--- src/core/psram_cfg_pkg.sv ---
// Purpose: constants and types of the latency/refresh/power-down block
// Assumes: 200 MHz core clock
// Notes: field positions and timing counts live here, except the refresh code field and the refresh busy count
package psram_cfg_pkg;
    // core clock period
    localparam int CLK_PS = 5000;
    // register selector values
    localparam logic SEL_LAT_CFG = 1'b0;
    localparam logic SEL_REF_CFG = 1'b1;
    // latency/drive/power config fields
    localparam int PWR_BIT = 15;
    localparam int DRV_HI = 14;
    localparam int DRV_LO = 12;
    localparam int LAT_HI = 7;
    localparam int LAT_LO = 4;
    localparam int FIX_BIT = 3;
    localparam logic [3:0] LAT_MIN = 4'h3;
    localparam logic [3:0] LAT_MAX = 4'h8;
    localparam logic [3:0] LAT_DEF = 4'h6;
    localparam logic [2:0] DRV_DEF = 3'h0;
    // writable bits and reset values of the two config registers
    localparam logic [15:0] LAT_CFG_MASK = 16'hF0F8;
    localparam logic [15:0] LAT_CFG_RST = 16'h8068;
    localparam logic [15:0] REF_CFG_MASK = 16'h0003;
    localparam logic [15:0] REF_CFG_RST = 16'h0002;
    // refresh interval codes
    localparam logic [1:0] RI_X2 = 2'h0;
    localparam logic [1:0] RI_X4 = 2'h1;
    localparam logic [1:0] RI_X1 = 2'h2;
    localparam logic [1:0] RI_X15 = 2'h3;
    // array geometry and refresh timing
    localparam int ROWS = 8192;
    localparam int ROW_W = 13;
    localparam int REFI_BASE_NS = 4000;
    localparam int REFI_BASE_CYC = REFI_BASE_NS * 1000 / CLK_PS;
    // power-down entry (least) and wake (longest) times
    localparam int DPD_IN_NS = 10000;
    localparam int DPD_IN_CYC = (DPD_IN_NS * 1000 + CLK_PS - 1) / CLK_PS;
    localparam int DPD_OUT_NS = 150000;
    localparam int DPD_OUT_CYC = DPD_OUT_NS * 1000 / CLK_PS;
    // transaction descriptor from the bus front-end
    typedef struct packed {
        logic start;   // one-cycle pulse at command-address
        logic reg_sp;  // register space
        logic read;    // read transaction
    } txn_s;
    // command to the array
    typedef struct packed {
        logic refresh;           // refresh one row
        logic writeback;         // write row buffer back
        logic [ROW_W-1:0] row;   // row address
    } array_cmd_s;
    // power states
    typedef enum logic [1:0] {
        PWR_ON, PWR_ENTER, PWR_DOWN, PWR_WAKE
    } pwr_e;
endpackage : psram_cfg_pkg

--- src/core/psram_latency_refresh_config.sv ---
// Purpose: latency, refresh and deep power-down control of the array
// Assumes: bus front-end decodes transactions on mclk_i
// Notes: select pin is synchronised here; all outputs registered
`timescale 1ns/1ps
module psram_latency_refresh_config #(
    parameter int WAKE_CYC = psram_cfg_pkg::DPD_OUT_CYC,
    parameter int ENTER_CYC = psram_cfg_pkg::DPD_IN_CYC,
    parameter int REFI_CYC = psram_cfg_pkg::REFI_BASE_CYC,
    parameter int REF_BUSY_CYC = 8
) (
    input wire logic mclk_i,
    input wire logic reset_i,
    input wire logic cs_n_i,
    input wire psram_cfg_pkg::txn_s txn_i,
    input wire logic [psram_cfg_pkg::ROW_W-1:0] row_i,
    input wire logic reg_wr_i,
    input wire logic reg_sel_i,
    input wire logic [15:0] reg_wdata_i,
    input wire logic reg_rd_i,
    output logic [15:0] reg_rdata_o,
    output logic strobe_o,
    output logic strobe_oe_o,
    output logic [4:0] lat_clocks_o,
    output logic lat_valid_o,
    output logic [2:0] drive_o,
    output psram_cfg_pkg::array_cmd_s array_cmd_o,
    output logic array_valid_o,
    output logic power_down_o,
    output logic ready_o
);
    // timer width covers both power-down waits
    localparam int TW = $clog2(WAKE_CYC + ENTER_CYC + 2);
    localparam int RW = $clog2(4 * REFI_CYC + 1);
    localparam int BW = $clog2(REF_BUSY_CYC + 1);

    // refuse settings the counters cannot serve
    if (WAKE_CYC < 1 || ENTER_CYC < 1 || REFI_CYC < 2 ||
        REF_BUSY_CYC < 1) begin : g_bad
        $error("timing parameters must be at least one cycle");
    end

    // select pin synchroniser
    logic cs_m_q, cs_s_q, cs_p_q;
    always_ff @(posedge mclk_i or posedge reset_i) begin
        if (reset_i) begin
            cs_m_q <= 1'b1;
            cs_s_q <= 1'b1;
            cs_p_q <= 1'b1;
        end else begin
            cs_m_q <= cs_n_i;
            cs_s_q <= cs_m_q;
            cs_p_q <= cs_s_q;
        end
    end
    // rising edge of the synchronised select
    logic cs_rise;
    assign cs_rise = cs_s_q && !cs_p_q;

    // ---------------- configuration and power state ----------------
    logic [15:0] lat_cfg_q, lat_cfg_d;   // latency/drive/power config
    logic [15:0] ref_cfg_q, ref_cfg_d;   // refresh interval config
    psram_cfg_pkg::pwr_e pwr_q, pwr_d;   // power state
    logic [TW-1:0] ptim_q, ptim_d;       // power-down timer
    logic seen_low_q, seen_low_d;        // select went low in power-down
    logic valid_q, valid_d;              // array contents valid

    // next config, power state and wake handling
    always_comb begin
        lat_cfg_d = lat_cfg_q;
        ref_cfg_d = ref_cfg_q;
        pwr_d = pwr_q;
        ptim_d = ptim_q;
        seen_low_d = seen_low_q;
        valid_d = valid_q;
        case (pwr_q)
            psram_cfg_pkg::PWR_ON: begin
                // host write gives the array defined contents
                if (txn_i.start && !txn_i.reg_sp && !txn_i.read) begin
                    valid_d = 1'b1;
                end
                // register capture never waits on refresh
                if (reg_wr_i && reg_sel_i == psram_cfg_pkg::SEL_LAT_CFG)
                begin
                    lat_cfg_d = reg_wdata_i & psram_cfg_pkg::LAT_CFG_MASK;
                    // clearing the power bit starts entry
                    if (!reg_wdata_i[psram_cfg_pkg::PWR_BIT]) begin
                        pwr_d = psram_cfg_pkg::PWR_ENTER;
                        ptim_d = TW'(ENTER_CYC - 1);
                        valid_d = 1'b0;
                    end
                end else if (reg_wr_i) begin
                    // reserved bits kept at zero
                    ref_cfg_d = reg_wdata_i & psram_cfg_pkg::REF_CFG_MASK;
                end
            end
            psram_cfg_pkg::PWR_ENTER: begin
                // wait out the entry time, then sleep
                if (ptim_q == '0) begin
                    pwr_d = psram_cfg_pkg::PWR_DOWN;
                    seen_low_d = 1'b0;
                end else begin
                    ptim_d = ptim_q - TW'(1);
                end
            end
            psram_cfg_pkg::PWR_DOWN: begin
                // only the select pin is watched
                if (!cs_s_q) begin
                    seen_low_d = 1'b1;
                end
                if (seen_low_q && cs_rise) begin
                    pwr_d = psram_cfg_pkg::PWR_WAKE;
                    ptim_d = TW'(WAKE_CYC - 1);
                end
            end
            psram_cfg_pkg::PWR_WAKE: begin
                // wake time, then back to reset defaults
                if (ptim_q == '0) begin
                    pwr_d = psram_cfg_pkg::PWR_ON;
                    lat_cfg_d = psram_cfg_pkg::LAT_CFG_RST;
                    ref_cfg_d = psram_cfg_pkg::REF_CFG_RST;
                end else begin
                    ptim_d = ptim_q - TW'(1);
                end
            end
            default: begin
                pwr_d = psram_cfg_pkg::PWR_ON;
            end
        endcase
    end

    // config and power registers
    always_ff @(posedge mclk_i or posedge reset_i) begin
        if (reset_i) begin
            lat_cfg_q <= psram_cfg_pkg::LAT_CFG_RST;
            ref_cfg_q <= psram_cfg_pkg::REF_CFG_RST;
            pwr_q <= psram_cfg_pkg::PWR_ON;
            ptim_q <= '0;
            seen_low_q <= 1'b0;
            valid_q <= 1'b0;
        end else begin
            lat_cfg_q <= lat_cfg_d;
            ref_cfg_q <= ref_cfg_d;
            pwr_q <= pwr_d;
            ptim_q <= ptim_d;
            seen_low_q <= seen_low_d;
            valid_q <= valid_d;
        end
    end

    // latency clocks, out-of-range codes clamped
    logic [3:0] lat_code;
    logic [3:0] lat_clk;
    assign lat_code = lat_cfg_q[psram_cfg_pkg::LAT_HI:psram_cfg_pkg::LAT_LO];
    always_comb begin
        if (lat_code < psram_cfg_pkg::LAT_MIN) begin
            lat_clk = psram_cfg_pkg::LAT_MIN;
        end else if (lat_code > psram_cfg_pkg::LAT_MAX) begin
            lat_clk = psram_cfg_pkg::LAT_MAX;
        end else begin
            lat_clk = lat_code;
        end
    end

    // ---------------- distributed self-refresh ----------------
    logic [RW-1:0] rtim_q, rtim_d;       // interval timer
    logic pend_q, pend_d;                // refresh owed
    logic [BW-1:0] busy_q, busy_d;       // refresh in progress count
    logic [psram_cfg_pkg::ROW_W-1:0] row_q, row_d; // next row
    logic act_q, act_d;                  // array access active
    logic [psram_cfg_pkg::ROW_W-1:0] arow_q, arow_d; // accessed row
    psram_cfg_pkg::array_cmd_s cmd_q, cmd_d;
    logic [RW-1:0] interval;

    // interval from the refresh code
    always_comb begin
        case (ref_cfg_q[1:0])
            psram_cfg_pkg::RI_X1: interval = RW'(REFI_CYC);
            psram_cfg_pkg::RI_X15: interval = RW'(REFI_CYC * 3 / 2);
            psram_cfg_pkg::RI_X2: interval = RW'(REFI_CYC * 2);
            psram_cfg_pkg::RI_X4: interval = RW'(REFI_CYC * 4);
            default: interval = RW'(REFI_CYC);
        endcase
    end

    // a transaction accepted while awake
    logic take;
    assign take = txn_i.start && pwr_q == psram_cfg_pkg::PWR_ON;

    // refresh scheduling and array commands
    always_comb begin
        rtim_d = rtim_q;
        pend_d = pend_q;
        busy_d = busy_q;
        row_d = row_q;
        act_d = act_q;
        arow_d = arow_q;
        cmd_d = '0;
        cmd_d.row = cmd_q.row;
        if (pwr_q != psram_cfg_pkg::PWR_ON) begin
            // power-down halts all refresh
            rtim_d = '0;
            pend_d = 1'b0;
            busy_d = '0;
            act_d = 1'b0;
        end else begin
            // register writes leave the array free
            if (take && !(txn_i.reg_sp && !txn_i.read)) begin
                act_d = 1'b1;
                arow_d = row_i;
            end else if (cs_rise && act_q) begin
                // the accessed row is written back
                act_d = 1'b0;
                cmd_d.writeback = 1'b1;
                cmd_d.row = arow_q;
            end
            if (busy_q != '0) begin
                busy_d = busy_q - BW'(1);
            end else if (pend_q && !act_q && !take) begin
                // refresh only between accesses
                pend_d = 1'b0;
                busy_d = BW'(REF_BUSY_CYC);
                cmd_d.refresh = 1'b1;
                cmd_d.row = row_q;
                row_d = row_q + psram_cfg_pkg::ROW_W'(1);
            end
            // one row per interval; a new interval wins over the clear
            if (rtim_q >= interval - RW'(1)) begin
                rtim_d = '0;
                pend_d = 1'b1;
            end else begin
                rtim_d = rtim_q + RW'(1);
            end
        end
    end

    // refresh registers
    always_ff @(posedge mclk_i or posedge reset_i) begin
        if (reset_i) begin
            rtim_q <= '0;
            pend_q <= 1'b0;
            busy_q <= '0;
            row_q <= '0;
            act_q <= 1'b0;
            arow_q <= '0;
            cmd_q <= '0;
        end else begin
            rtim_q <= rtim_d;
            pend_q <= pend_d;
            busy_q <= busy_d;
            row_q <= row_d;
            act_q <= act_d;
            arow_q <= arow_d;
            cmd_q <= cmd_d;
        end
    end

    // ---------------- latency answer and strobe ----------------
    logic strobe_q, strobe_d;
    logic soe_q, soe_d;
    logic [4:0] lat_q, lat_d;
    logic lv_q, lv_d;
    logic [15:0] rd_q, rd_d;
    logic dbl;

    // double latency when forced or refresh owed/running
    assign dbl = lat_cfg_q[psram_cfg_pkg::FIX_BIT] || pend_q ||
                 busy_q != '0;

    // strobe level and latency at command-address
    always_comb begin
        strobe_d = strobe_q;
        soe_d = soe_q;
        lat_d = lat_q;
        lv_d = 1'b0;
        rd_d = rd_q;
        if (take) begin
            soe_d = 1'b1;
            strobe_d = dbl;  // low when neither applies
            lv_d = 1'b1;
            if (txn_i.reg_sp && !txn_i.read) begin
                lat_d = '0;
            end else if (dbl) begin
                lat_d = {lat_clk, 1'b0};
            end else begin
                lat_d = {1'b0, lat_clk};
            end
        end else if (cs_s_q) begin
            // release the strobe line when deselected
            soe_d = 1'b0;
            strobe_d = 1'b0;
        end
        // register read data
        if (reg_rd_i) begin
            rd_d = reg_sel_i ? ref_cfg_q : lat_cfg_q;
        end
    end

    // latency answer registers
    always_ff @(posedge mclk_i or posedge reset_i) begin
        if (reset_i) begin
            strobe_q <= 1'b0;
            soe_q <= 1'b0;
            lat_q <= '0;
            lv_q <= 1'b0;
            rd_q <= '0;
        end else begin
            strobe_q <= strobe_d;
            soe_q <= soe_d;
            lat_q <= lat_d;
            lv_q <= lv_d;
            rd_q <= rd_d;
        end
    end

    // power outputs registered apart from state
    logic pd_q, rdy_q;
    logic [2:0] drv_q;
    always_ff @(posedge mclk_i or posedge reset_i) begin
        if (reset_i) begin
            pd_q <= 1'b0;
            rdy_q <= 1'b0;
            drv_q <= psram_cfg_pkg::DRV_DEF;
        end else begin
            pd_q <= pwr_d != psram_cfg_pkg::PWR_ON;
            rdy_q <= pwr_d == psram_cfg_pkg::PWR_ON;
            drv_q <= lat_cfg_d[psram_cfg_pkg::DRV_HI:psram_cfg_pkg::DRV_LO];
        end
    end

    // outputs
    assign reg_rdata_o = rd_q;
    assign strobe_o = strobe_q;
    assign strobe_oe_o = soe_q;
    assign lat_clocks_o = lat_q;
    assign lat_valid_o = lv_q;
    assign drive_o = drv_q;
    assign array_cmd_o = cmd_q;
    assign array_valid_o = valid_q;
    assign power_down_o = pd_q;
    assign ready_o = rdy_q;
endmodule : psram_latency_refresh_config

--- config.mk ---
export PLATFORM = sky130hd
export DESIGN_NAME = psram_latency_refresh_config
export DESIGN_NICKNAME = d
export VERILOG_FILES = /design/src/core/psram_cfg_pkg.sv /design/src/core/psram_latency_refresh_config.sv
export SDC_FILE = /design/constraint.sdc
export NUM_CORES = 1
export LEC_CHECK = 0
export BUFFER_PORTS_ARGS = -buffer_cell sky130_fd_sc_hd__clkbuf_2
export CORE_UTILIZATION = 57
export DETAILED_ROUTE_END_ITERATION = 6
export PLACE_DENSITY = 0.8
export RECOVER_POWER = 100
export SLEW_MARGIN = 15
export SYNTH_ARGS = -nofsm -noshare
export SYNTH_HDL_FRONTEND = slang
export SYNTH_SLANG_ARGS = --single-unit
--- constraint.sdc ---
create_clock -name mclk_i -period 4.8 [get_ports mclk_i]
set_clock_uncertainty 0.1 [all_clocks]
set_input_delay 0.72 -clock mclk_i [delete_from_list [all_inputs] [get_ports mclk_i]]
set_output_delay 0.72 -clock mclk_i [all_outputs]
set_load 0.005 [all_outputs]
==> parameters.txt, run 1 <==
Parameter                              Value

Run status
  Outcome ... finished, final reports clean

Power
  P_sw ... 890 uW
  Internal cell power ... 2.08 mW
  Total design power ... 2.97 mW
  Power density normalized to cell area ... 469 nW/um^2
  Sequential share of power ... 45.3%
  Net switching fraction of the power ... 30.0%
  VDD IR-drop max ... 0.000224 V
  Comb pwr share ... 16.5%
  Clock Power Share ... 38.2%
  Leakage Power ... 2.82 nW

Timing
  Final critical delay including setup and external delays ... 3.33 ns
  Final critical-path share of the clock period ... 69.3%
  Number of max-slew violations in the final report ... 0
  Number of hold violations in the final report ... 0
  Slew at the pin closest to its max-slew limit ... 1.25 ns
  Unrepaired setup endpoints after global routing ... no
  Remaining max-slew budget at the tightest pin ... 16.9%
  Peak Freq ... 301 MHz
  Number of endpoints failing setup at the final stage ... 0
  Sum of negative setup slack ... 0 ns

Final layout
  Top library cells by usage in the layout, fill and taps aside ... 105 x sky130_fd_sc_hd__dfrtp_1, 53 x sky130_fd_sc_hd__clkbuf_2, 45 x sky130_fd_sc_hd__nor2_1
  Most common cell after layout, fill and taps aside ... sky130_fd_sc_hd__dfrtp_1
  Filler cell count in the final layout ... 689
  Proportion of layout cells with a drive suffix above 1 ... 19.8%
  Number of antenna diodes ... 0
  Post-layout util ... 68.5%
  Area overhead of the layout relative to synthesis ... 16.0%
  Net total in the final layout ... 634

Synthesis
  Portion of the post-synthesis area used by sequential elements ... 52.0%
  Post-synth design cell area ... 5450 sq um
  Post-synth EDFFs ... 0
  Fraction of registers with async set or reset after synthesis ... 100%
  Main flop type after synthesis ... sky130_fd_sc_hd__dfrtp_1
  Post-synth cell types ... 64
  Yosys warning count ... 0
  Post-synthesis sequential element count ... 113
  Cell count after synthesis ... 512
  Mean post-synth cell area ... 10.6 sq um

Global route
  Routing layer with the top usage in global route ... met2
  Wire length of the first global-routing pass ... 19,600 microns
  Sum of overflow across all layers after global routing ... 0
  Global routing met1 resource utilization ... 33.2%
  Initial antenna violation count ... 0
  Met2 layer usage reported by global route ... 40.4%
  Total GRT Usage ... 25.2%
  Vias in the first global route ... 4,089
  Met3 Resource Use GR ... 6.55%
  Largest net degree at the start of global routing ... 92

Setup path
  Startpoint Class ... flip-flop
  Startpoint-to-endpoint class of the critical path ... reg2reg
  Crit-path max FO ... 16
  Type of element capturing the critical path ... flip-flop
  Arrival time reported for the critical path endpoint ... 3.67 ns
  Flop-to-flop setup slack ... 1.47 ns
  Req. time, crit path ... 5.15 ns

Drt
  Detailed Route Iter0 Violations ... 166
  Count of TritonRoute iterations in the first routing pass ... 5
  Number of vias after detailed routing ... 4,184
  Via-per-instance ratio ... 5.78
  Antenna violation net count after detailed routing ... 0
  Overall routed net length ... 11,800 microns
  Final routed wire length divided by cell count ... 16.3 microns
  Detailed-route DRC error count ... 0

Die
  Area of the die ... 9960 sq um
  Core Footprint ... 9240 sq um
  Num rows ... 35
  Die Width ... 99.8 microns
  Number of ports placed on the die boundary ... 83
  Initial Util ... 59.0%
  Die Ht ... 99.8 microns

Placement
  Final GP Congestion ... 0.844
  Half-perimeter wire length after placement ... 7740 microns
  Number of I/O port buffers ... 72

CTS
  Number of H-tree branching levels ... 4
  Clock Tree Buf Depth ... 2
  Buffer cell driving the clock tree root ... sky130_fd_sc_hd__clkbuf_8
  Quantity of gates resized following cts ... 0
  Hold buffer count at cts ... 0
  TritonCTS clock tree ... built
  Post-CTS Setup Repair Bufs ... 0
  Sink count of the clock tree ... 113
  CTS buffer count ... 17
  Clock-pin transition on the worst setup and hold timing paths ... 0.06 ns
  Clk_lat worst skew ... 0.51 ns

Hold path
  Class of the tightest hold or removal check ... in2reg

Run
  Maxcap violations ... 0
metrics by stage:
step / hold WS (ns) / cells / setup slack (ns) / instance area (sq um)
finish: 0.193 / 724 / 1.47 / 6330
global route: 0.183 / 724 / 1.17 / 6330
CTS: 0.185 / 724 / 2.01 / 6370
detailed placement: 0.261 / 692 / 1.99 / 5830
global placement: 0.249 / 692 / 2.03 / 5830
floorplan: 0.245 / 516 / 1.01 / 5470
metal layers:
layer / wire (microns) / part of all wire (%)
met2: 5660 / 48
met5: 0 / 0
met4: 204 / 1.7
met3: 698 / 5.9
met1: 5210 / 44
layout make-up:
cell class | count | area (sq um) | share of cell area [%]
multi-input combinational | 345 | 2320 | 36.7
inverter | 32 | 125 | 1.98
clock inverter | 13 | 101 | 1.60
sequential | 113 | 2840 | 44.8
timing repair buffer | 73 | 340 | 5.38
clock buffer | 19 | 442 | 6.98
tap | 129 | 161 | 2.55
power groups by stage:
stage / registers (mW) / logic (mW) / clock network, mW
finish: 1.34 / 0.489 / 1.13
global route: 1.37 / 0.557 / 1.18
CTS: 1.34 / 0.509 / 1.14
detailed placement: 1.36 / 0.501 / 0
global placement: 1.35 / 0.476 / 0
floorplan: 1.32 / 0.348 / 0
flip-flops by register name, summed over array words and instances, names as in the netlist, 2 cells and up:
name,flops
array_cmd_o,15
ptim_q,15
arow_q,13
row_q,13
rtim_q,12
reg_rdata_o,11
lat_cfg_q,9
lat_clocks_o,5
busy_q,4
pwr_q,2
ref_cfg_q,2
cell usage after synthesis (2+ instances only):
| cell type | count | area share, % |
|---|---|---|
| sky130_fd_sc_hd__dfrtp_1 | 105 | 48 |
| sky130_fd_sc_hd__nor2_1 | 45 | 3.1 |
| sky130_fd_sc_hd__nand2_1 | 37 | 2.5 |
| sky130_fd_sc_hd__inv_1 | 31 | 2.1 |
| sky130_fd_sc_hd__o21ai_0 | 27 | 2.5 |
| sky130_fd_sc_hd__a21oi_1 | 23 | 2.1 |
| sky130_fd_sc_hd__o21a_1 | 15 | 2.1 |
| sky130_fd_sc_hd__xnor2_1 | 15 | 2.4 |
| sky130_fd_sc_hd__ha_1 | 14 | 3.2 |
| sky130_fd_sc_hd__mux2_2 | 13 | 2.7 |
| sky130_fd_sc_hd__nor3_1 | 13 | 1.2 |
| sky130_fd_sc_hd__o22a_1 | 13 | 2.1 |
| sky130_fd_sc_hd__buf_4 | 12 | 1.7 |
| sky130_fd_sc_hd__nand3_1 | 12 | 1.1 |
| sky130_fd_sc_hd__xor2_1 | 12 | 1.9 |
| sky130_fd_sc_hd__nand3b_1 | 11 | 1.5 |
| sky130_fd_sc_hd__and3_1 | 8 | 0.92 |
| sky130_fd_sc_hd__dfstp_2 | 8 | 3.9 |
| sky130_fd_sc_hd__nand4_1 | 8 | 0.92 |
| sky130_fd_sc_hd__a211oi_1 | 7 | 0.96 |
| sky130_fd_sc_hd__clkbuf_1 | 7 | 0.48 |
| sky130_fd_sc_hd__a41oi_1 | 5 | 0.80 |
| sky130_fd_sc_hd__o31ai_1 | 5 | 0.69 |
| sky130_fd_sc_hd__a311oi_1 | 4 | 0.64 |
| sky130_fd_sc_hd__a31oi_1 | 3 | 0.34 |
| sky130_fd_sc_hd__and4_1 | 3 | 0.48 |
| sky130_fd_sc_hd__buf_2 | 3 | 0.28 |
| sky130_fd_sc_hd__buf_6 | 3 | 0.62 |
| sky130_fd_sc_hd__nand2b_1 | 3 | 0.34 |
| sky130_fd_sc_hd__nor2b_1 | 3 | 0.34 |
| sky130_fd_sc_hd__nor4_1 | 3 | 0.34 |
| sky130_fd_sc_hd__a21boi_0 | 2 | 0.28 |
| sky130_fd_sc_hd__nand4b_1 | 2 | 0.32 |
| sky130_fd_sc_hd__nor4_4 | 2 | 0.78 |
| sky130_fd_sc_hd__o211ai_1 | 2 | 0.28 |
| sky130_fd_sc_hd__o22ai_1 | 2 | 0.23 |
| sky130_fd_sc_hd__o31a_1 | 2 | 0.32 |
| sky130_fd_sc_hd__or3_1 | 2 | 0.23 |
| sky130_fd_sc_hd__or4_1 | 2 | 0.28 |
worst max-delay path, cell delays in order, from the launching register on:
cell,delay [ns]
sky130_fd_sc_hd__dfrtp_1,0.41
sky130_fd_sc_hd__inv_1,0.12
sky130_fd_sc_hd__ha_1,0.23
sky130_fd_sc_hd__nor3b_1,1.00
sky130_fd_sc_hd__nand3_2,0.60
sky130_fd_sc_hd__nand2_1,0.61
sky130_fd_sc_hd__o21a_1,0.19
final timing paths:
check,depth (start not counted),endpoint,start
max,6,array_cmd_o[8],busy_q[0]
min reg2reg,0,cs_s_q,cs_m_q
max reg2reg,6,array_cmd_o[8],busy_q[0]
min in group asynchronous,2,lat_clocks_o[3],reset_i
min,1,cs_m_q,cs_n_i
max in group asynchronous,3,reg_rdata_o[3],reset_i
logic make-up (layout without fill, tap and decap cells):
kind of cell	after synthesis	after routing	synth area share, %
multiplexers	13	13	2.68
XOR/XNOR	27	27	4.34
AO/OA/AOI/OAI	118	118	15.1
other	1	5	0.0688
AND/OR/NAND/NOR	168	168	17.3
adder cells (fa/ha/maj)	14	14	3.21
buffers and inverters	58	137	5.30
flip-flops	113	113	52.0
(Power assumes the default switching activity.)
==> run 2: changes to the inputs <==
Settings changed: ABC_AREA from default to 1, CORE_UTILIZATION 57 to 52, PLACE_DENSITY 0.8 to 0.76.
Clock period 4.8 ns to 2.7 ns, I/O delays scaled along.
==> run 2 against run 1 <==
Compared with the run above:
- routed wire length is 17% higher
- critical path type unchanged
- synthesized cell count is 47% higher
- via count is 24% higher
- die area is 18% higher
- first-iteration DRC count is 77% higher
- largest cell class unchanged
- power is 94% higher
- clock power is 100% higher
- setup slack worse by 1.1 ns
- clock-buffer cell count is 8 higher
- largest power group unchanged
- area after synthesis is 8.2% higher
- hold slack worse by 0.091 ns
- final cell count is 35% higher
==> parameters.txt, run 2 <==
Parameter                              Value

Run status
  Outcome ... finished, final reports clean

Hold path
  Cell depth of the worst min-delay path ... 3 (+2)
  Class of the tightest hold or removal check ... in2reg
  Start point of the worst min-delay path ... row_i[4]
  Endpoint of the worst hold-timing path ... arow_q[4]

Power
  Sequential share of power ... 41.6% (-3.7 points)
  Net switching fraction of the power ... 29.7% (-0.27 points)
  VDD IR-drop max ... 0.000554 V (+150%)
  Internal cell power ... 4.04 mW (+95%)
  P_sw ... 1.71 mW (+92%)
  Clock Power Share ... 39.4% (+1.2 points)
  Comb pwr share ... 19.0% (+2.5 points)
  Leakage Power ... 3.52 nW (+25%)
  Power density normalized to cell area ... 842 nW/um^2 (+80%)

Final layout
  Top library cells by usage in the layout, fill and taps aside ... 236 x sky130_fd_sc_hd__nand2_1, 105 x sky130_fd_sc_hd__dfrtp_1, 91 x sky130_fd_sc_hd__inv_1
  Multi-input gate area ... 2460 sq um (+6.1%)
  Area overhead of the layout relative to synthesis ... 15.7%
  Filler cell count in the final layout ... 956 (+39%)
  Sequential cell area ... 2840 sq um (unchanged)
  Final non-filler cell area ... 6830 sq um (+7.9%)
  Proportion of layout cells with a drive suffix above 1 ... 12.4% (-7.4 points)
  Net total in the final layout ... 878 (+38%)
  Number of antenna diodes ... 0 (unchanged)
  Most common cell after layout, fill and taps aside ... sky130_fd_sc_hd__nand2_1

Synthesis
  Yosys warning count ... 0 (unchanged)
  Post-synthesis sequential element count ... 113 (unchanged)
  Share of Yosys cell area claimed by the top area cell type ... 44.5% (-3.6 points)
  Post-synth design cell area ... 5900 sq um (+8.2%)
  Most numerous cell in the Yosys netlist ... sky130_fd_sc_hd__nand2_1
  Main flop type after synthesis ... sky130_fd_sc_hd__dfrtp_1
  Post-synth EDFFs ... 0 (unchanged)
  Leading cell types by count after synthesis ... 231 x sky130_fd_sc_hd__nand2_1, 105 x sky130_fd_sc_hd__dfrtp_1, 89 x sky130_fd_sc_hd__inv_1, 69 x sky130_fd_sc_hd__nand3_1, 68 x sky130_fd_sc_hd__nor2_1
  Portion of the post-synthesis area used by sequential elements ... 48.1% (-3.9 points)
  Fraction of registers with async set or reset after synthesis ... 100% (unchanged)
  Mean post-synth cell area ... 7.86 sq um (-26%)
  Post-synth cell types ... 38 (-41%)
  Main area contributors after synthesis ... sky130_fd_sc_hd__dfrtp_1 45%, sky130_fd_sc_hd__nand2_1 15%, sky130_fd_sc_hd__nand3_1 5.9%
  Cell accounting for the most synthesized area ... sky130_fd_sc_hd__dfrtp_1
  Cell count after synthesis ... 751 (+47%)

Timing
  Number of endpoints failing setup at the final stage ... 0 (unchanged)
  Final critical-path share of the clock period ... 87.7% (+18 points)
  Slew at the pin closest to its max-slew limit ... 1.39 ns (+0.146 ns)
  Unrepaired setup endpoints after global routing ... no
  Sum of negative setup slack ... 0 ns (unchanged)
  Number of max-slew violations in the final report ... 0 (unchanged)
  Final critical delay including setup and external delays ... 2.37 ns (-0.959 ns)
  Number of hold violations in the final report ... 0 (unchanged)
  Remaining max-slew budget at the tightest pin ... 6.60% (-10 points)
  Peak Freq ... 422 MHz (+40%)

Die
  Number of ports placed on the die boundary ... 83 (unchanged)
  Core Footprint ... 10,900 sq um (+18%)
  Die Width ... 109 microns (+8.7%)
  Die Ht ... 109 microns (+8.7%)
  Num rows ... 38 (+8.6%)
  Initial Util ... 53.9% (-5.1 points)
  Area of the die ... 11,800 sq um (+18%)

Placement
  Final GP Congestion ... 0.904 (+7.1%)
  Number of I/O port buffers ... 72 (unchanged)
  Half-perimeter wire length after placement ... 9620 microns (+24%)
  Total cell area at the placement stage ... 6350 sq um (+8.9%)

CTS
  Post-CTS Setup Repair Bufs ... 0 (unchanged)
  Quantity of gates resized following cts ... 0 (unchanged)
  Sink count of the clock tree ... 113 (unchanged)
  Hold buffer count at cts ... 1 (+1)
  Clock Tree Buf Depth ... 2 (unchanged)
  Clock-pin transition on the worst setup and hold timing paths ... 0.06 ns (about the same)
  TritonCTS clock tree ... built
  Buffer cell driving the clock tree root ... sky130_fd_sc_hd__clkbuf_16
  CTS buffer count ... 17 (unchanged)
  Number of H-tree branching levels ... 4 (unchanged)
  Clk_lat worst skew ... 0.42 ns (-0.09 ns)

Setup path
  Flop-to-flop setup slack ... 0.33 ns (-1.14 ns)
  Reg2reg path depth ... 10 (+4)
  Req. time, crit path ... 2.92 ns (-2.23 ns)
  Reg-to-reg startpoint ... ref_cfg_q[1]
  Path length in cells of the critical path ... 10 (+4)
  Startpoint-to-endpoint class of the critical path ... reg2reg
  Arrival time reported for the critical path endpoint ... 2.59 ns (-1.08 ns)
  Ordered cell list for the critical path ... inv_1, nor2_1, ha_1, nand2_1, nand2_1, nand3_1, nand2_1, o21ai_0, nand3_1, nor2_1
  Kind of cell adding the most delay to the critical path ... simple AND/OR/NAND/NOR gates
  Slowest cell delay on critical path ... 0.56 ns (-0.44 ns)
  Crit-path max FO ... 11 (-5)
  End of the worst register-to-register path ... rtim_q[2]
  Slowest-stage cell, CP ... sky130_fd_sc_hd__dfstp_1
  Buffers & Inverters on Critical Path ... 1 (unchanged)
  Most used cell, CP ... sky130_fd_sc_hd__nand2_1
  Startpoint Class ... flip-flop
  Type of element capturing the critical path ... flip-flop

Global route
  Sum of overflow across all layers after global routing ... 0 (unchanged)
  Total GRT Usage ... 25.7% (+0.53 points)
  Wire length of the first global-routing pass ... 23,200 microns (+19%)
  Met3 Resource Use GR ... 5.36% (-1.2 points)
  Largest net degree at the start of global routing ... 48 (-48%)
  Initial antenna violation count ... 0 (unchanged)
  Global routing met1 resource utilization ... 31.5% (-1.7 points)
  Met2 layer usage reported by global route ... 44.1% (+3.8 points)
  Vias in the first global route ... 5,173 (+27%)
  Routing layer with the top usage in global route ... met2

Drt
  Number of vias after detailed routing ... 5,168 (+24%)
  Antenna violation net count after detailed routing ... 0 (unchanged)
  Via-per-instance ratio ... 5.28 (-8.7%)
  Count of TritonRoute iterations in the first routing pass ... 5 (unchanged)
  Detailed Route Iter0 Violations ... 293 (+77%)
  Detailed-route DRC error count ... 0 (unchanged)
  Overall routed net length ... 13,800 microns (+17%)
  Final routed wire length divided by cell count ... 14.1 microns (-14%)

Run
  Maxcap violations ... 0 (unchanged)
==> run 2: cell types whose count changed after synthesis, moves of 13 or more <==
cell                      previous run  this run
sky130_fd_sc_hd__nor2_1             45        68
sky130_fd_sc_hd__nand2_1            37       231
sky130_fd_sc_hd__o21a_1             15         0
sky130_fd_sc_hd__nand3_1            12        69
sky130_fd_sc_hd__mux2_2             13         0
sky130_fd_sc_hd__inv_1              31        89
==> run 2: final cells by class <==
| cell class | count | share of cell area, % |
|---|---|---|
| clock buffer | 27 | 7.66 |
| inverter | 95 | 5.24 |
| tap | 140 | 2.57 |
| sequential | 113 | 41.6 |
| timing repair buffer | 82 | 5.76 |
| multi-input combinational | 517 | 36.1 |
| clock inverter | 5 | 1.14 |
==> run 2: metrics by stage <==
step	hold WS [ns]	instances	util [%]	setup WS, ns	power [mW]
after CTS	0.0262	979	63.6	0.362	5.81
after global placement	0.246	946	58.1	0.613	3.47
after floorplan	0.245	755	-	0.830	3.13
final	0.102	979	62.4	0.331	5.75
after global routing	0.0981	979	62.4	0.124	6.07
after detailed placement	0.248	946	58.1	0.423	3.54
==> run 2: tightest hold or removal path, delay by kind of cell <==
family | cells | cell delay [ns]
buf+inv | 1 | 0.08
simple gates | 2 | 0.09
==> run 2: metal layers <==
layer  part of all wire (%)  vias to the layer above
met3                    4.9                       24
met1                     43                     2458
met2                     50                      172
li1                       -                     2514
met4                    1.9                        0
met5                      0                        -
==> run 2: how the worst max path moves through the flow <==
| stage | slack, ns | end | from |
|---|---|---|---|
| after floorplan | 0.83 | act_q | reset_i |
| after global placement | 0.61 | rtim_q[10] | ref_cfg_q[1] |
| after detailed placement | 0.42 | rtim_q[2] | ref_cfg_q[1] |
| after global routing | 0.12 | array_cmd_o[0] | pwr_q[0] |
| final | 0.33 | rtim_q[2] | ref_cfg_q[1] |
| after CTS | 0.36 | rtim_q[2] | ref_cfg_q[1] |
==> run 2: cells by family (layout without fill, tap and decap cells) <==
group / Yosys count / in the layout / share of synthesized area (%)
XOR/XNOR: 16 / 16 / 2.38
flip-flops: 113 / 113 / 48.1
buffers and inverters: 125 / 209 / 9.40
AND/OR/NAND/NOR: 417 / 417 / 30.9
adder cells (fa/ha/maj): 14 / 14 / 2.97
AO/OA/AOI/OAI: 65 / 65 / 6.19
other: 1 / 5 / 0.0636
==> run 2: power by group through the flow <==
stage / clock network [mW] / logic (mW) / registers [mW]
2_1_floorplan: 0 / 0.779 / 2.35
3_3_place_gp: 0 / 1.07 / 2.40
3_5_place_dp: 0 / 1.12 / 2.42
4_1_cts: 2.27 / 1.14 / 2.40
5_1_grt: 2.35 / 1.28 / 2.44
6_report: 2.26 / 1.09 / 2.39
==> run 3: changes to the inputs <==
Settings changed: CORE_ASPECT_RATIO from default to 0.5, REMOVE_ABC_BUFFERS from default to 1.
==> run 3 against run 2 <==
Compared with the run above:
- the run now ends with capacitance limit, slew limit left
- final cell count up 1.0%
- setup slack better by 0.016 ns
- final area unchanged
- die area up 0.22%
- global-route usage down 0.78 points
- critical path depth down 2
- first-iteration DRC count up 29%
- clock-buffer cell count down 6
- clock power down 8%
- hold slack worse by 0.0099 ns
- routed wire length down 3.9%
- critical path type unchanged
==> parameters.txt, run 3 (same netlist as run 2, synthesis figures left out) <==
Parameter                              Value

Run status
  Outcome ... finished with violations
  Violated checks ... capacitance limit, slew limit

Power
  Leakage Power ... 3.53 nW (+0.13%)
  Power density normalized to cell area ... 815 nW/um^2 (-3.2%)
  VDD IR-drop max ... 0.000410 V (-26%)

Die
  Die Width ... 153 microns (+41%)
  Core Footprint ... 11,000 sq um (+0.71%)
  Die Ht ... 77.3 microns (-29%)
  Initial Util ... 53.6% (-0.38 points)
  Num rows ... 27 (-29%)
  Number of ports placed on the die boundary ... 83 (unchanged)
  Area of the die ... 11,800 sq um (+0.22%)

Hold path
  Cell depth of the worst min-delay path ... 3 (unchanged)
  Endpoint of the worst hold-timing path ... arow_q[12]
  Class of the tightest hold or removal check ... in2reg
  Start point of the worst min-delay path ... row_i[12]

Drt
  Final routed wire length divided by cell count ... 13.4 microns (-4.9%)
  Detailed Route Iter0 Violations ... 377 (+29%)
  Detailed-route DRC error count ... 0 (unchanged)
  Number of vias after detailed routing ... 5,021 (-2.8%)
  Antenna violation net count after detailed routing ... 0 (unchanged)
  Count of TritonRoute iterations in the first routing pass ... 7 (+2)
  Overall routed net length ... 13,200 microns (-3.9%)
  Via-per-instance ratio ... 5.08 (-3.8%)

Global route
  Largest net degree at the start of global routing ... 56 (+17%)
  Sum of overflow across all layers after global routing ... 0 (unchanged)
  Total GRT Usage ... 25.0% (-0.78 points)
  Wire length of the first global-routing pass ... 23,100 microns (-0.53%)
  Vias in the first global route ... 4,986 (-3.6%)
  Initial antenna violation count ... 0 (unchanged)

CTS
  Sink count of the clock tree ... 113 (unchanged)
  TritonCTS clock tree ... built
  Clk_lat worst skew ... 0.41 ns (about the same)
  CTS buffer count ... 17 (unchanged)
  Clock-pin transition on the worst setup and hold timing paths ... 0.06 ns (about the same)
  Buffer cell driving the clock tree root ... sky130_fd_sc_hd__clkbuf_16
  Number of H-tree branching levels ... 4 (unchanged)
  Post-CTS Setup Repair Bufs ... 0 (unchanged)
  Hold buffer count at cts ... 2 (+1)
  Quantity of gates resized following cts ... 0 (unchanged)
  Clock Tree Buf Depth ... 2 (unchanged)

Timing
  Number of max-slew violations in the final report ... 33 (+33)
  Number of hold violations in the final report ... 0 (unchanged)
  Slew at the pin closest to its max-slew limit ... 1.54 ns (+0.150 ns)
  Final worst-path setup slack ... 0.348 ns (+0.0163 ns)
  Final critical delay including setup and external delays ... 2.35 ns (-0.0163 ns)
  Number of endpoints failing setup at the final stage ... 0 (unchanged)
  Peak Freq ... 425 MHz (+0.69%)
  Unrepaired setup endpoints after global routing ... no
  Worst hold slack ... 0.0919 ns (-0.00988 ns)
  Remaining max-slew budget at the tightest pin ... -3.46% (-10 points)
  Final critical-path share of the clock period ... 87.1% (-0.60 points)

Setup path
  Slowest-stage cell, CP ... sky130_fd_sc_hd__dfrtp_1
  Startpoint Class ... flip-flop
  End of the worst register-to-register path ... array_cmd_o[0]
  Slowest cell delay on critical path ... 0.46 ns (-0.10 ns)
  Req. time, crit path ... 2.89 ns (-0.03 ns)
  Reg-to-reg startpoint ... pwr_q[0]
  Reg2reg path depth ... 8 (-2)
  Startpoint-to-endpoint class of the critical path ... reg2reg
  Ordered cell list for the critical path ... inv_1, nand2_1, clkbuf_1, nor3_1, clkbuf_1, nand2_1, o21ai_0, nor2_1
  Flop-to-flop setup slack ... 0.35 ns (+0.02 ns)
  Type of element capturing the critical path ... flip-flop
  Crit-path max FO ... 12 (+1)
  Arrival time reported for the critical path endpoint ... 2.54 ns (-0.05 ns)

Final layout
  Filler cell count in the final layout ... 981 (+2.6%)
  Top library cells by usage in the layout, fill and taps aside ... 238 x sky130_fd_sc_hd__nand2_1, 105 x sky130_fd_sc_hd__dfrtp_1, 89 x sky130_fd_sc_hd__inv_1
  Final Non-Filler Cells ... 989 (+1.0%)
  Number of antenna diodes ... 0 (unchanged)
  Area overhead of the layout relative to synthesis ... 15.7% (unchanged)
  Proportion of layout cells with a drive suffix above 1 ... 13.3% (+0.87 points)
  Most common cell after layout, fill and taps aside ... sky130_fd_sc_hd__nand2_1
  Final non-filler cell area ... 6830 sq um (unchanged)
  Net total in the final layout ... 883 (+0.57%)

Placement
  Half-perimeter wire length after placement ... 9240 microns (-4.0%)
  Final GP Congestion ... 0.911 (+0.70%)
  Number of I/O port buffers ... 72 (unchanged)
  Total cell area at the placement stage ... 6370 sq um (+0.35%)
  Inst Count DP ... 955 (+0.95%)
  Setup WS pre-CTS ... 0.489 ns (+0.0651 ns)

Run
  Maxcap violations ... 1 (+1)
## run 3: changes by cell type in the layout (fill, tap and decap cells not counted), sizes merged
cell         before  now
dlygate4sd3       1    2
inv              93   92
bufinv            2    1
clkbuf          102   97
clkinv            3    9
clkinvlp          2    4
buf               6    9
## run 3: layout make-up
class                      count  area (sq um)  share of cell area [%]
tap                          145           181                    2.66
clock buffer                  21           470                    6.89
clock inverter                11          87.6                    1.28
sequential                   113          2840                    41.6
multi-input combinational    517          2440                    35.8
inverter                      95           358                    5.24
timing repair buffer          87           450                    6.60
## run 3: how the worst max path moves through the flow
stage	from	end	slack [ns]	cells past startpoint
6_report	pwr_q[0]	array_cmd_o[0]	0.35	8
5_1_grt	pwr_q[0]	array_cmd_o[0]	0.14	8
4_1_cts	ref_cfg_q[1]	rtim_q[10]	0.47	10
3_5_place_dp	ref_cfg_q[1]	rtim_q[10]	0.49	10
3_3_place_gp	ref_cfg_q[1]	rtim_q[10]	0.55	10
2_1_floorplan	reset_i	act_q	-0.78	1
## run 3: routing by layer
metal,up-vias,share of wire (%),GRT usage (%)
li1,2522,-,-
met1,2374,47,31.8
met2,110,48,42.1
met3,15,3.9,5.82
met4,0,1.2,8.48
met5,-,0,0
## run 3: per-stage QoR
stage          total power, mW  util, %  setup TNS (ns)
6_report                  5.57     62.0               0
5_1_grt                   5.94     62.0               0
4_1_cts                   5.64     63.1               0
3_5_place_dp              3.52     57.9               0
3_3_place_gp              3.47     57.9               0
2_1_floorplan             3.11        -          -81.81
## run 3: critical path: cells and delay by family, from the launching register on
family                 cells  cell delay [ns]
buffers and inverters      3             0.93
AOI/OAI and AO/OA          1             0.16
DFF                        1             0.46
and+or+nand+nor            4             0.57
## run 3: power breakdown
group          leakage (nW)  switching (mW)  total [mW]  internal, mW
registers              1.42           0.283        2.38          2.10
clock network         0.274           0.771        2.09          1.32
logic                  1.83           0.644        1.09         0.444
